`src/common/wwdt_pkg.sv`:
```
package wwdt_pkg;

    // counter geometry
    localparam int CNT_W = 16;
    localparam logic [15:0] CNT_MAX = 16'hFFFF;

    // prescaler factors
    localparam int DIV_SLOW = 16384;
    localparam int DIV_FAST = 256;

    // default interval, derived from wake-up oscillator rate
    localparam int WU_FREQ_KHZ = 500;
    localparam int DEF_INTERVAL_US = 130000;
    localparam int DEF_TICKS = (DEF_INTERVAL_US * WU_FREQ_KHZ / 1000 + DIV_FAST / 2) / DIV_FAST;
    localparam logic [15:0] RELOAD_RST = 16'(17'h10000 - 17'(DEF_TICKS));

    // register byte offsets
    localparam logic [3:0] OFS_CTRL = 4'h0;
    localparam logic [3:0] OFS_RELOAD = 4'h4;
    localparam logic [3:0] OFS_WINDOW = 4'h8;
    localparam logic [3:0] OFS_STATUS = 4'hC;

    // field positions
    localparam int CTRL_CLK_SEL_BIT = 0;
    localparam int CTRL_DIV_SEL_BIT = 1;
    localparam int STAT_EN_BIT = 16;
    localparam int STAT_PEND_BIT = 17;
    localparam int STAT_OVF_BIT = 18;
    localparam int STAT_EARLY_BIT = 19;

    // reset values
    localparam logic CLK_SEL_RST = 1'h1;
    localparam logic DIV_SEL_RST = 1'h1;
    localparam logic [15:0] WINDOW_RST = 16'h0000;

    // bus encodings
    localparam logic [1:0] HTRANS_NONSEQ = 2'h2;
    localparam logic HRESP_OKAY = 1'h0;

    // clock source and divider choice
    typedef struct packed {
        logic div_sel;
        logic clk_sel;
    } wwdt_ctrl_t;

    // service, start and stop pulses from the core
    typedef struct packed {
        logic service;
        logic start;
        logic stop;
    } wwdt_instr_t;

    // ahb-lite address phase
    typedef struct packed {
        logic hsel;
        logic [1:0] htrans;
        logic [31:0] haddr;
        logic hwrite;
        logic [2:0] hsize;
    } wwdt_ahb_t;

endpackage : wwdt_pkg

```
`src/logic/wwdt_prescaler.sv`:
```
`timescale 1ns/1ns
module wwdt_prescaler #(
    parameter int SLOW_DIV = wwdt_pkg::DIV_SLOW,
    parameter int FAST_DIV = wwdt_pkg::DIV_FAST
) (
    input wire logic hclk,
    input wire logic hresetn,
    input wire wwdt_pkg::wwdt_ctrl_t ctrl,
    input wire logic clear,
    input wire logic wakeup_osc_clock,
    output logic tick
);
    import wwdt_pkg::*;

    localparam int DW = $clog2(SLOW_DIV);
    localparam logic [DW-1:0] SLOW_LIM = DW'(SLOW_DIV - 1);
    localparam logic [DW-1:0] FAST_LIM = DW'(FAST_DIV - 1);

    typedef struct packed {
        logic sync1;
        logic sync2;
        logic osc_prev;
        logic [DW-1:0] div_cnt;
        logic tick;
    } wwdt_psc_state_t;

    wwdt_psc_state_t s_q;
    wwdt_psc_state_t s_d;
    logic src_en;
    logic [DW-1:0] limit;

    // sync the oscillator, pick source edge and divide
    always_comb begin
        s_d = s_q;
        s_d.sync1 = wakeup_osc_clock;
        s_d.sync2 = s_q.sync1;
        s_d.osc_prev = s_q.sync2;
        src_en = ctrl.clk_sel ? (s_q.sync2 & ~s_q.osc_prev) : 1'h1;
        limit = ctrl.div_sel ? FAST_LIM : SLOW_LIM;
        s_d.tick = 1'h0;
        if (clear) begin
            s_d.div_cnt = '0;
        end else if (src_en) begin
            if (s_q.div_cnt >= limit) begin
                s_d.div_cnt = '0;
                s_d.tick = 1'h1;
            end else begin
                s_d.div_cnt = s_q.div_cnt + DW'(1);
            end
        end
    end

    // state register
    always_ff @(posedge hclk or negedge hresetn) begin
        if (!hresetn) begin
            s_q <= '0;
        end else begin
            s_q <= s_d;
        end
    end

    assign tick = s_q.tick;

endmodule : wwdt_prescaler

```
`src/logic/wwdt_top.sv`:
```
// Added by the designer: the AHB-Lite interface to the registers and the register offsets.
`timescale 1ns/1ns
module wwdt_top (
    input wire logic hclk,
    input wire logic hresetn,
    input wire wwdt_pkg::wwdt_ahb_t ahb,
    input wire logic [31:0] hwdata,
    input wire logic hready,
    output logic hreadyout,
    output logic [31:0] hrdata,
    output logic hresp,
    input wire wwdt_pkg::wwdt_instr_t instr,
    input wire logic wakeup_osc_clock,
    output logic reset_req,
    input wire logic reset_ack
);
    import wwdt_pkg::*;

    typedef struct packed {
        wwdt_ctrl_t ctrl;
        logic [15:0] reload;
        logic [15:0] window;
        logic [15:0] count;
        logic enabled;
        logic pending;
        logic cause_ovf;
        logic cause_early;
        logic wr_pend;
        logic [3:0] wr_addr;
        logic [31:0] rdata;
        logic cfg_written;
        logic cmd_seen;
    } wwdt_state_t;

    wwdt_state_t s_q;
    wwdt_state_t s_d;
    logic tick;
    logic psc_clear;
    logic acc;
    logic mapped;

    // service counts as early while the count is below the boundary
    function automatic logic is_early(input logic [15:0] cnt, input logic [15:0] bound);
        is_early = cnt < bound;
    endfunction : is_early

    // status word layout
    function automatic logic [31:0] status_word(input wwdt_state_t st);
        logic [31:0] w;
        w = '0;
        w[15:0] = st.count;
        w[STAT_EN_BIT] = st.enabled;
        w[STAT_PEND_BIT] = st.pending;
        w[STAT_OVF_BIT] = st.cause_ovf;
        w[STAT_EARLY_BIT] = st.cause_early;
        status_word = w;
    endfunction : status_word

    // count clock from selected source and divider
    wwdt_prescaler #(
        .SLOW_DIV(DIV_SLOW),
        .FAST_DIV(DIV_FAST)
    ) u_psc (
        .hclk(hclk),
        .hresetn(hresetn),
        .ctrl(s_q.ctrl),
        .clear(psc_clear),
        .wakeup_osc_clock(wakeup_osc_clock),
        .tick(tick)
    );

    // bus decode, register access, instructions and counter
    always_comb begin
        s_d = s_q;
        psc_clear = 1'h0;
        acc = ahb.hsel && hready && (ahb.htrans == HTRANS_NONSEQ);
        mapped = (ahb.haddr[31:4] == 28'h0000000) && (ahb.haddr[1:0] == 2'h0);

        // address phase: capture write target, prepare read data
        s_d.wr_pend = acc && ahb.hwrite && mapped;
        s_d.wr_addr = ahb.haddr[3:0];
        s_d.rdata = '0;
        if (acc && !ahb.hwrite && mapped) begin
            unique case (ahb.haddr[3:0])
                OFS_CTRL: begin
                    s_d.rdata[CTRL_CLK_SEL_BIT] = s_q.ctrl.clk_sel;
                    s_d.rdata[CTRL_DIV_SEL_BIT] = s_q.ctrl.div_sel;
                end
                OFS_RELOAD: s_d.rdata[15:0] = s_q.reload;
                OFS_WINDOW: s_d.rdata[15:0] = s_q.window;
                OFS_STATUS: s_d.rdata = status_word(s_q);
                default: s_d.rdata = '0;
            endcase
        end

        // data phase: apply write
        if (s_q.wr_pend) begin
            unique case (s_q.wr_addr)
                OFS_CTRL: begin
                    s_d.ctrl.clk_sel = hwdata[CTRL_CLK_SEL_BIT];
                    s_d.ctrl.div_sel = hwdata[CTRL_DIV_SEL_BIT];
                    s_d.cfg_written = 1'h1;
                end
                OFS_RELOAD: begin
                    s_d.reload = hwdata[15:0];
                    s_d.cfg_written = 1'h1;
                end
                OFS_WINDOW: begin
                    s_d.window = hwdata[15:0];
                    s_d.cfg_written = 1'h1;
                end
                OFS_STATUS: begin
                    if (hwdata[STAT_OVF_BIT]) begin
                        s_d.cause_ovf = 1'h0;
                    end
                    if (hwdata[STAT_EARLY_BIT]) begin
                        s_d.cause_early = 1'h0;
                    end
                end
                default: s_d.cfg_written = s_q.cfg_written;
            endcase
        end

        // start and stop take effect at once, start wins a tie
        if (instr.stop) begin
            s_d.enabled = 1'h0;
            s_d.cmd_seen = 1'h1;
        end
        if (instr.start) begin
            s_d.enabled = 1'h1;
            s_d.cmd_seen = 1'h1;
        end

        // watchdog events; causes set after the clear so set wins
        if (s_q.pending) begin
            if (reset_ack) begin
                s_d.pending = 1'h0;
                s_d.count = s_q.reload;
                psc_clear = 1'h1;
            end
        end else if (instr.service) begin
            if (s_q.enabled && is_early(s_q.count, s_q.window)) begin
                s_d.pending = 1'h1;
                s_d.cause_early = 1'h1;
            end else begin
                s_d.count = s_q.reload;
                psc_clear = 1'h1;
            end
        end else if (s_q.enabled && tick) begin
            if (s_q.count == CNT_MAX) begin
                s_d.pending = 1'h1;
                s_d.cause_ovf = 1'h1;
            end else begin
                s_d.count = s_q.count + 16'h0001;
            end
        end
    end

    // state register, enabled with default setup after reset
    always_ff @(posedge hclk or negedge hresetn) begin
        if (!hresetn) begin
            s_q <= '0;
            s_q.ctrl.clk_sel <= CLK_SEL_RST;
            s_q.ctrl.div_sel <= DIV_SEL_RST;
            s_q.reload <= RELOAD_RST;
            s_q.count <= RELOAD_RST;
            s_q.window <= WINDOW_RST;
            s_q.enabled <= 1'h1;
        end else begin
            s_q <= s_d;
        end
    end

    // bus answers and reset request
    assign hreadyout = 1'h1;
    assign hresp = HRESP_OKAY;
    assign hrdata = s_q.rdata;
    assign reset_req = s_q.pending;
endmodule : wwdt_top

```
`config.mk`:
```
export PLATFORM = sky130hd
export DESIGN_NAME = wwdt_top
export DESIGN_NICKNAME = d
export VERILOG_FILES = /design/src/common/wwdt_pkg.sv /design/src/logic/wwdt_prescaler.sv /design/src/logic/wwdt_top.sv
export SDC_FILE = /design/constraint.sdc
export NUM_CORES = 1
export LEC_CHECK = 0
export BUFFER_PORTS_ARGS = -buffer_cell sky130_fd_sc_hd__buf_2
export CORE_ASPECT_RATIO = 2
export CORE_MARGIN = 2
export CORE_UTILIZATION = 45
export CTS_CLUSTER_DIAMETER = 60
export DETAILED_ROUTE_END_ITERATION = 10
export GPL_TIMING_DRIVEN = 0
export PLACE_DENSITY = 0.71
export SYNTH_ARGS = -nofsm -noshare
export SYNTH_HDL_FRONTEND = slang
export SYNTH_SLANG_ARGS = --single-unit
```
`constraint.sdc`:
```
create_clock -name hclk -period 3.42 [get_ports hclk]
set_clock_uncertainty 0.05 [all_clocks]
set_input_delay 0.342 -clock hclk [delete_from_list [all_inputs] [get_ports hclk]]
set_output_delay 0.342 -clock hclk [all_outputs]
set_load 0.03 [all_outputs]
```
# [Yosys cells after proc, flatten, opt, wreduce, memory -nomap -nowiden]
# Cells that the tools add are included.
[classes] n_addsub=2 n_lt_le_gt_ge=2 eq_ne=11 n_mux=37 n_bitwise=2 reduce_logical=21
[ops] op="2-to-1 mux 16 bit" count=6
[ops] op="2-to-1 mux 14 bit" count=3
[ops] op="one-hot mux 14 bit (3 select lines)" count=1
[ops] op="2-to-1 mux 32 bit" count=1
[ops] op="zero test 28 bit" count=1
[ops] op="2-to-1 mux 1 bit" count=18
[ops] op="adder 16 x 1 -> 16 bit (second input constant)" count=1
[ops] op="== test 16 bit (second input constant)" count=1
[ops] op="== test 4 bit (second input constant)" count=4
[ops] op="less-than comparator 16 bit" count=1
[ops] op="2-to-1 mux 15 bit" count=1
[ops] op="adder 14 x 1 -> 14 bit (second input constant)" count=1
[ops] op=">= comparator 14 bit" count=1
[ops] op="2-to-1 mux 2 bit" count=5
[ops] op="logical AND 1 bit" count=9
[ops] op="== test 4 x 3 -> 1 bit (second input constant)" count=2
[ops] op="zero test 4 bit" count=2
[ops] op="one-hot mux 2 bit (4 select lines)" count=1
[ops] op="!= test 3 bit (second input constant)" count=2
[ops] op="AND reduction 2 bit" count=3
[ops] op="2-to-1 mux 4 bit" count=1
[ops] op="AND reduction 4 bit" count=1
[ops] op="nonzero test 2 bit" count=2
[ops] op="nonzero test 3 bit" count=1
[ops] op="other kinds (6)" count=6
[totals] ff_bits=109 input_bits=79 out_inout_bits=35 word_cells=92

# [Logic depth before layout (Yosys ltp)]
[logic_depth] ltp_word=7 ltp_mapped=10 depth_no_buf=8

# [By module]
# From an unflattened synthesis, not the netlist that was laid out.
[unflattened] cells_unflattened=566 area_unflattened_um2=5455.2
[modules_own_cells] module="wwdt_top" n_inst=1 cells_per_inst=451 area_per_inst_um2=4301.6 seq_area_each_um2=2003.2
[modules_own_cells] module="wwdt_prescaler" n_inst=1 cells_per_inst=115 area_per_inst_um2=1153.6 seq_area_each_um2=450.4

# [Worst setup path before layout]
# Ideal clock, no wire load.
[synth_timing] path_type="reg2reg" start="register s_q[50] (netlist bit)" end="register s_q[48] (netlist bit)" setup_ps=73 t_arrival_ps=2299 required_ps=3297 setup_slack_ps=998 stages_incl_launch_ff=10 n_path_buf=2 synth_period_minus_slack_ps=2422 cell_sequence="dfrtp_1 ha_1 a21oi_1 a31oi_1 o21ai_0 or4b_1 buf_4 and3_4 buf_6 a21oi_2"
[synth_between] elab_chain_len=4 elab_cells_between_ends=6 cone_classes="order compare (1); eq/ne (3); reduce/logical (2)"
[synth_rtl] item="start, declared" line_no="wwdt_top.sv:35" source="wwdt_state_t s_q;"
[synth_rtl] item="less-than comparator 16 bit" line_no="wwdt_top.sv:44" source="is_early = cnt < bound;"
[synth_rtl] item="logical AND 1 bit" line_no="wwdt_top.sv:142" source="if (s_q.enabled && is_early(s_q.count, s_q.window)) begin"
[synth_rtl] item="!= test 3 bit (no source line)"
[synth_rtl] item="AND reduction 4 bit (no source line) *"
# Every way passes the cells marked *; elsewhere a longest branch is shown, timed or not.
# A chain may end at the register's enable or synchronous reset.

# [Worst setup path after layout]
[layout_timing] start="register, netlist name s_q[92]" end="register u_psc.s_q[14] (netlist bit)"
[layout_between] elab_chain_len=5
[layout_rtl] item="2-to-1 mux 14 bit" line_no="wwdt_prescaler.sv:39" source="limit = ctrl.div_sel ? FAST_LIM : SLOW_LIM;"
[layout_rtl] item=">= comparator 14 bit" line_no="wwdt_prescaler.sv:44" source="if (s_q.div_cnt >= limit) begin"
[layout_rtl] item="2-to-1 mux 14 bit" line_no="wwdt_prescaler.sv:44"
[layout_rtl] item="2-to-1 mux 15 bit" line_no="wwdt_prescaler.sv:43" source="end else if (src_en) begin"
[layout_rtl] item="2-to-1 mux 14 bit" line_no="wwdt_prescaler.sv:41" source="if (clear) begin"
[layout_rtl] item="end signal, assigned" line_no="wwdt_prescaler.sv:56" source="s_q <= '0;"
[layout_rtl] item="end signal, assigned" line_no="wwdt_prescaler.sv:58" source="s_q <= s_d;"
[layout_rtl] item="end, declared" line_no="wwdt_prescaler.sv:27" source="wwdt_psc_state_t s_q;"
# No other way between the ends. The select of a mux whose other input is x is not followed.

==> impl_results.html <==
<table>
<tr><th>Metric</th><th>Value</th></tr>
<tr><th colspan="2">Run status</th></tr>
<tr><td>Outcome</td><td>complete, no violations</td></tr>
<tr><th colspan="2">Worst setup path</th></tr>
<tr><td>Worst setup path class</td><td>register to register</td></tr>
<tr><td>Largest fanout on the critical path</td><td>8</td></tr>
<tr><td>Startpoint of the worst register-to-register path</td><td>s_q[92]</td></tr>
<tr><td>Worst path arrival time</td><td>3150 ps</td></tr>
<tr><td>Setup crit start kind</td><td>register</td></tr>
<tr><td>Capture point of the worst reg-to-reg path</td><td>u_psc.s_q[14]</td></tr>
<tr><td>Reg2reg setup slack</td><td>490 ps</td></tr>
<tr><td>Path depth of the worst reg2reg path</td><td>7</td></tr>
<tr><td>Sort of element at the end of the critical path</td><td>register</td></tr>
<tr><td>Worst Path Required</td><td>3640 ps</td></tr>
<tr><th colspan="2">Floorplan</th></tr>
<tr><td>Num rows</td><td>56</td></tr>
<tr><td>DIE WIDTH</td><td>81.5 µm</td></tr>
<tr><td>DIE HEIGHT</td><td>159 µm</td></tr>
<tr><td># IOs</td><td>114</td></tr>
<tr><td>Initial core utilization</td><td>46.2%</td></tr>
<tr><td>Floorplan die area</td><td>13000 µm²</td></tr>
<tr><td>Area inside the core boundary</td><td>11700 µm²</td></tr>
<tr><th colspan="2">Route</th></tr>
<tr><td>Routed length on met2</td><td>8530 µm</td></tr>
<tr><td>Mean number of vias per cell</td><td>5.72</td></tr>
<tr><td>Final wirelength</td><td>14900 µm</td></tr>
<tr><td>Uppermost signal routing layer after detailed routing</td><td>met4</td></tr>
<tr><td>Average routed wire per standard cell</td><td>18.4 µm</td></tr>
<tr><td>Antenna Violating Nets Remaining</td><td>0</td></tr>
<tr><td>Routed met1 length</td><td>5000 µm</td></tr>
<tr><td>First-pass detailed-route iteration total</td><td>5</td></tr>
<tr><td>Drt initial violations</td><td>258</td></tr>
<tr><td>Amount of wire on met3 after detailed routing</td><td>406 µm</td></tr>
<tr><td>Via count</td><td>4635</td></tr>
<tr><td>Remaining design rule violation count</td><td>0</td></tr>
<tr><th colspan="2">Worst hold path</th></tr>
<tr><td>Critical hold path startpoint</td><td>wakeup_osc_clock</td></tr>
<tr><td>Min-Delay Path Depth</td><td>1</td></tr>
<tr><td>Worst Hold Class</td><td>input port to register</td></tr>
<tr><td>Hold EP</td><td>u_psc.s_d[16]</td></tr>
<tr><th colspan="2">Global routing</th></tr>
<tr><td>Total Routing Usage GR</td><td>24.2%</td></tr>
<tr><td>Total global routing overflow</td><td>0</td></tr>
<tr><td>Antenna violations before repair</td><td>0</td></tr>
<tr><td>Pin count of the biggest net entering global routing</td><td>59</td></tr>
<tr><td>Global-route wire length before repair</td><td>23700 µm</td></tr>
<tr><td>Vias in the first global route</td><td>4842</td></tr>
<tr><th colspan="2">Timing</th></tr>
<tr><td>Hold violation count in the final report</td><td>0</td></tr>
<tr><td>Highest clock rate</td><td>341 MHz</td></tr>
<tr><td>Worst hold slack after final layout</td><td>55.5 ps</td></tr>
<tr><td>Worst Tran Pin Value</td><td>694 ps</td></tr>
<tr><td>Minimum period implied by the final worst setup slack</td><td>2930 ps</td></tr>
<tr><td>Final slew viol count</td><td>0</td></tr>
<tr><td>Slew Limit Headroom</td><td>53.5%</td></tr>
<tr><td>Unrepaired setup endpoints after global routing</td><td>no</td></tr>
<tr><td>PnR worst setup slack</td><td>488 ps</td></tr>
<tr><td>Final TNS setup</td><td>0 ps</td></tr>
<tr><td>Final setup violation count</td><td>0</td></tr>
<tr><td>Final period utilization</td><td>85.7%</td></tr>
<tr><th colspan="2">Logic synthesis</th></tr>
<tr><td>Summed instance area of the synthesized netlist</td><td>5410 µm²</td></tr>
<tr><td>Mean instance size in the synthesized netlist</td><td>9.76 µm²</td></tr>
<tr><td>Post-synth EDFFs</td><td>0</td></tr>
<tr><td>Post-synthesis async set-or-reset flop share</td><td>100%</td></tr>
<tr><td>FF+latch count, synth</td><td>97</td></tr>
<tr><td>Fraction of the yosys area taken by sequential cells</td><td>45.4%</td></tr>
<tr><td>Number of warnings issued by yosys</td><td>0</td></tr>
<tr><td>Most frequently used flop master after synthesis</td><td>dfrtp_1</td></tr>
<tr><td>Distinct cell type count of the synthesized netlist</td><td>49</td></tr>
<tr><td>Synth Instances</td><td>554</td></tr>
<tr><th colspan="2">Layout</th></tr>
<tr><td>Growth of design area from synthesis to finish</td><td>18.0%</td></tr>
<tr><td>Net count, final</td><td>763</td></tr>
<tr><td>Post-layout util</td><td>54.5%</td></tr>
<tr><td>Ratio of cells with drive above 1 in the final layout</td><td>32.1%</td></tr>
<tr><td>Antenna cells</td><td>0</td></tr>
<tr><td>Post-route cell area</td><td>6380 µm²</td></tr>
<tr><th colspan="2">Power and ir drop</th></tr>
<tr><td>Peak ir drop on the vdd network</td><td>0.419 mV</td></tr>
<tr><td>Leakage component of the power</td><td>2.95 nW</td></tr>
<tr><td>PwrDens</td><td>560 nW/µm²</td></tr>
<tr><th colspan="2">Clocking</th></tr>
<tr><td>Hold buffers post-CTS</td><td>1</td></tr>
<tr><td>Root Buffer</td><td>clkbuf_16</td></tr>
<tr><td>Number of clock sinks</td><td>97</td></tr>
<tr><td>Clock transition at the register clock pins on the worst setup and hold paths after CTS</td><td>70 ps</td></tr>
<tr><td>H-tree lvl count</td><td>3</td></tr>
<tr><td>Total setup buffers inserted after CTS</td><td>0</td></tr>
<tr><td>Post-cts gate resize count</td><td>0</td></tr>
<tr><td>Clock tree from TritonCTS</td><td>yes</td></tr>
<tr><td>Number of buffers between clock root and the deepest sink</td><td>2</td></tr>
<tr><td>Number of buffers added by the clock tree synthesis step</td><td>9</td></tr>
<tr><td>Source-to-sink clock delay at the later pin of the worst-skew pair</td><td>350 ps</td></tr>
<tr><th colspan="2">Place</th></tr>
<tr><td>IO Port Bufs</td><td>82</td></tr>
<tr><td>Routability congestion estimate from global placement</td><td>0.931</td></tr>
<tr><td>HPWL after detailed placement</td><td>11700 µm</td></tr>
<tr><td>Placed cell area</td><td>6070 µm²</td></tr>
<tr><td>Worst slack, placed</td><td>553 ps</td></tr>
<tr><th colspan="2">Flow run</th></tr>
<tr><td>Count of maximum capacitance violations</td><td>0</td></tr>
</table>
critical path, cell delays in order, from the launching register on:
cell and delay [ps]:
dfstp_2 630, ha_1 280, a21oi_1 180, a21boi_0 160, nor4_1 560, nand2_1 300, or4_1 560, a21oi_1 150
report_power, final:
part           switching (mW)  internal, mW  total [mW]
registers               0.200          1.32        1.52
logic                   0.628         0.415        1.04
clock network           0.489         0.515        1.00
placed cells by master, fill, tap and decap left out, types with 16 or more instances in the layout:
| master | netlist | final |
|---|---|---|
| buf_2 | 3 | 84 |
| dfrtp_1 | 76 | 76 |
| nand2_1 | 62 | 62 |
| o21ai_0 | 42 | 42 |
| buf_4 | 36 | 37 |
| mux2_2 | 34 | 34 |
| nor2_1 | 31 | 31 |
| inv_1 | 23 | 23 |
| ha_1 | 23 | 23 |
| a21oi_1 | 21 | 21 |
| nand3_1 | 21 | 21 |
| dfstp_2 | 21 | 21 |
| a31oi_1 | 19 | 19 |
| nand4_1 | 17 | 17 |
| clkbuf_1 | 16 | 16 |
sequential cells by signal, indices dropped and copies added, names as in the netlist:
| signal | cells |
|---|---|
| hrdata | 20 |
| reset_req | 1 |
| u_psc.tick | 1 |
| u_psc.s_q | 15 |
| u_psc.s_d | 2 |
| s_q | 58 |
cells in the mapped netlist, drive strengths merged (14+ instances only):
master	n	area (µm²)
o21ai	43	219
mux2	34	383
dfstp	21	552
nor2	31	116
inv	24	90.1
clkbuf	16	60.1
a22oi	14	105
ha	23	288
nand2	62	233
a31oi	19	119
dfrtp	76	1900
nand4	17	106
nand3	21	105
buf	41	308
a21oi	31	193
through the flow:
step | power (mW) | instances
2_1_floorplan | 2.23 | 566
3_3_place_gp | 2.53 | 793
3_5_place_dp | 2.58 | 794
4_1_cts | 3.59 | 811
5_1_grt | 3.77 | 811
6_report | 3.57 | 811
per-layer routing:
| layer | up-vias | track usage [%] |
|---|---|---|
| met5 | - | 0 |
| met1 | 2287 | 23.1 |
| met2 | 124 | 44.7 |
| met4 | 0 | 16.6 |
| li1 | 2170 | - |
| met3 | 54 | 3.51 |
layout make-up:
class	count	area, µm²
inverter	24	90.1
clock buffer	9	225
clock inverter	7	71.3
buffer	57	368
tap	145	181
multi-input combinational	388	2540
sequential	97	2450
fill	1083	5320
timing repair buffer	84	450
how the worst max path moves through the flow:
stage	slack (ps)	start	end	cells after the start
2_1_floorplan	1000	s_q[50]	s_q[48]	9
3_3_place_gp	620	s_q[58]	u_psc.s_q[14]	8
3_5_place_dp	550	s_q[92]	u_psc.s_q[14]	7
4_1_cts	540	s_q[92]	u_psc.s_q[14]	7
5_1_grt	370	s_q[92]	u_psc.s_q[14]	7
6_report	490	s_q[92]	u_psc.s_q[14]	7
cells by family (layout without fill, tap and decap cells):
kind of cell             count (synthesis)  count (layout)  share of synthesized area, %
AND/OR/NAND/NOR                        189             189                          17.6
adder cells (fa/ha/maj)                 23              23                          5.32
flip-flops                              97              97                          45.4
buffers and inverters                   81             181                          8.47
AO/OA/AOI/OAI                          126             126                          15.2
multiplexers                            36              36                          7.92
other                                    2              14                         0.139
Power figures use the tool's default switching activity.
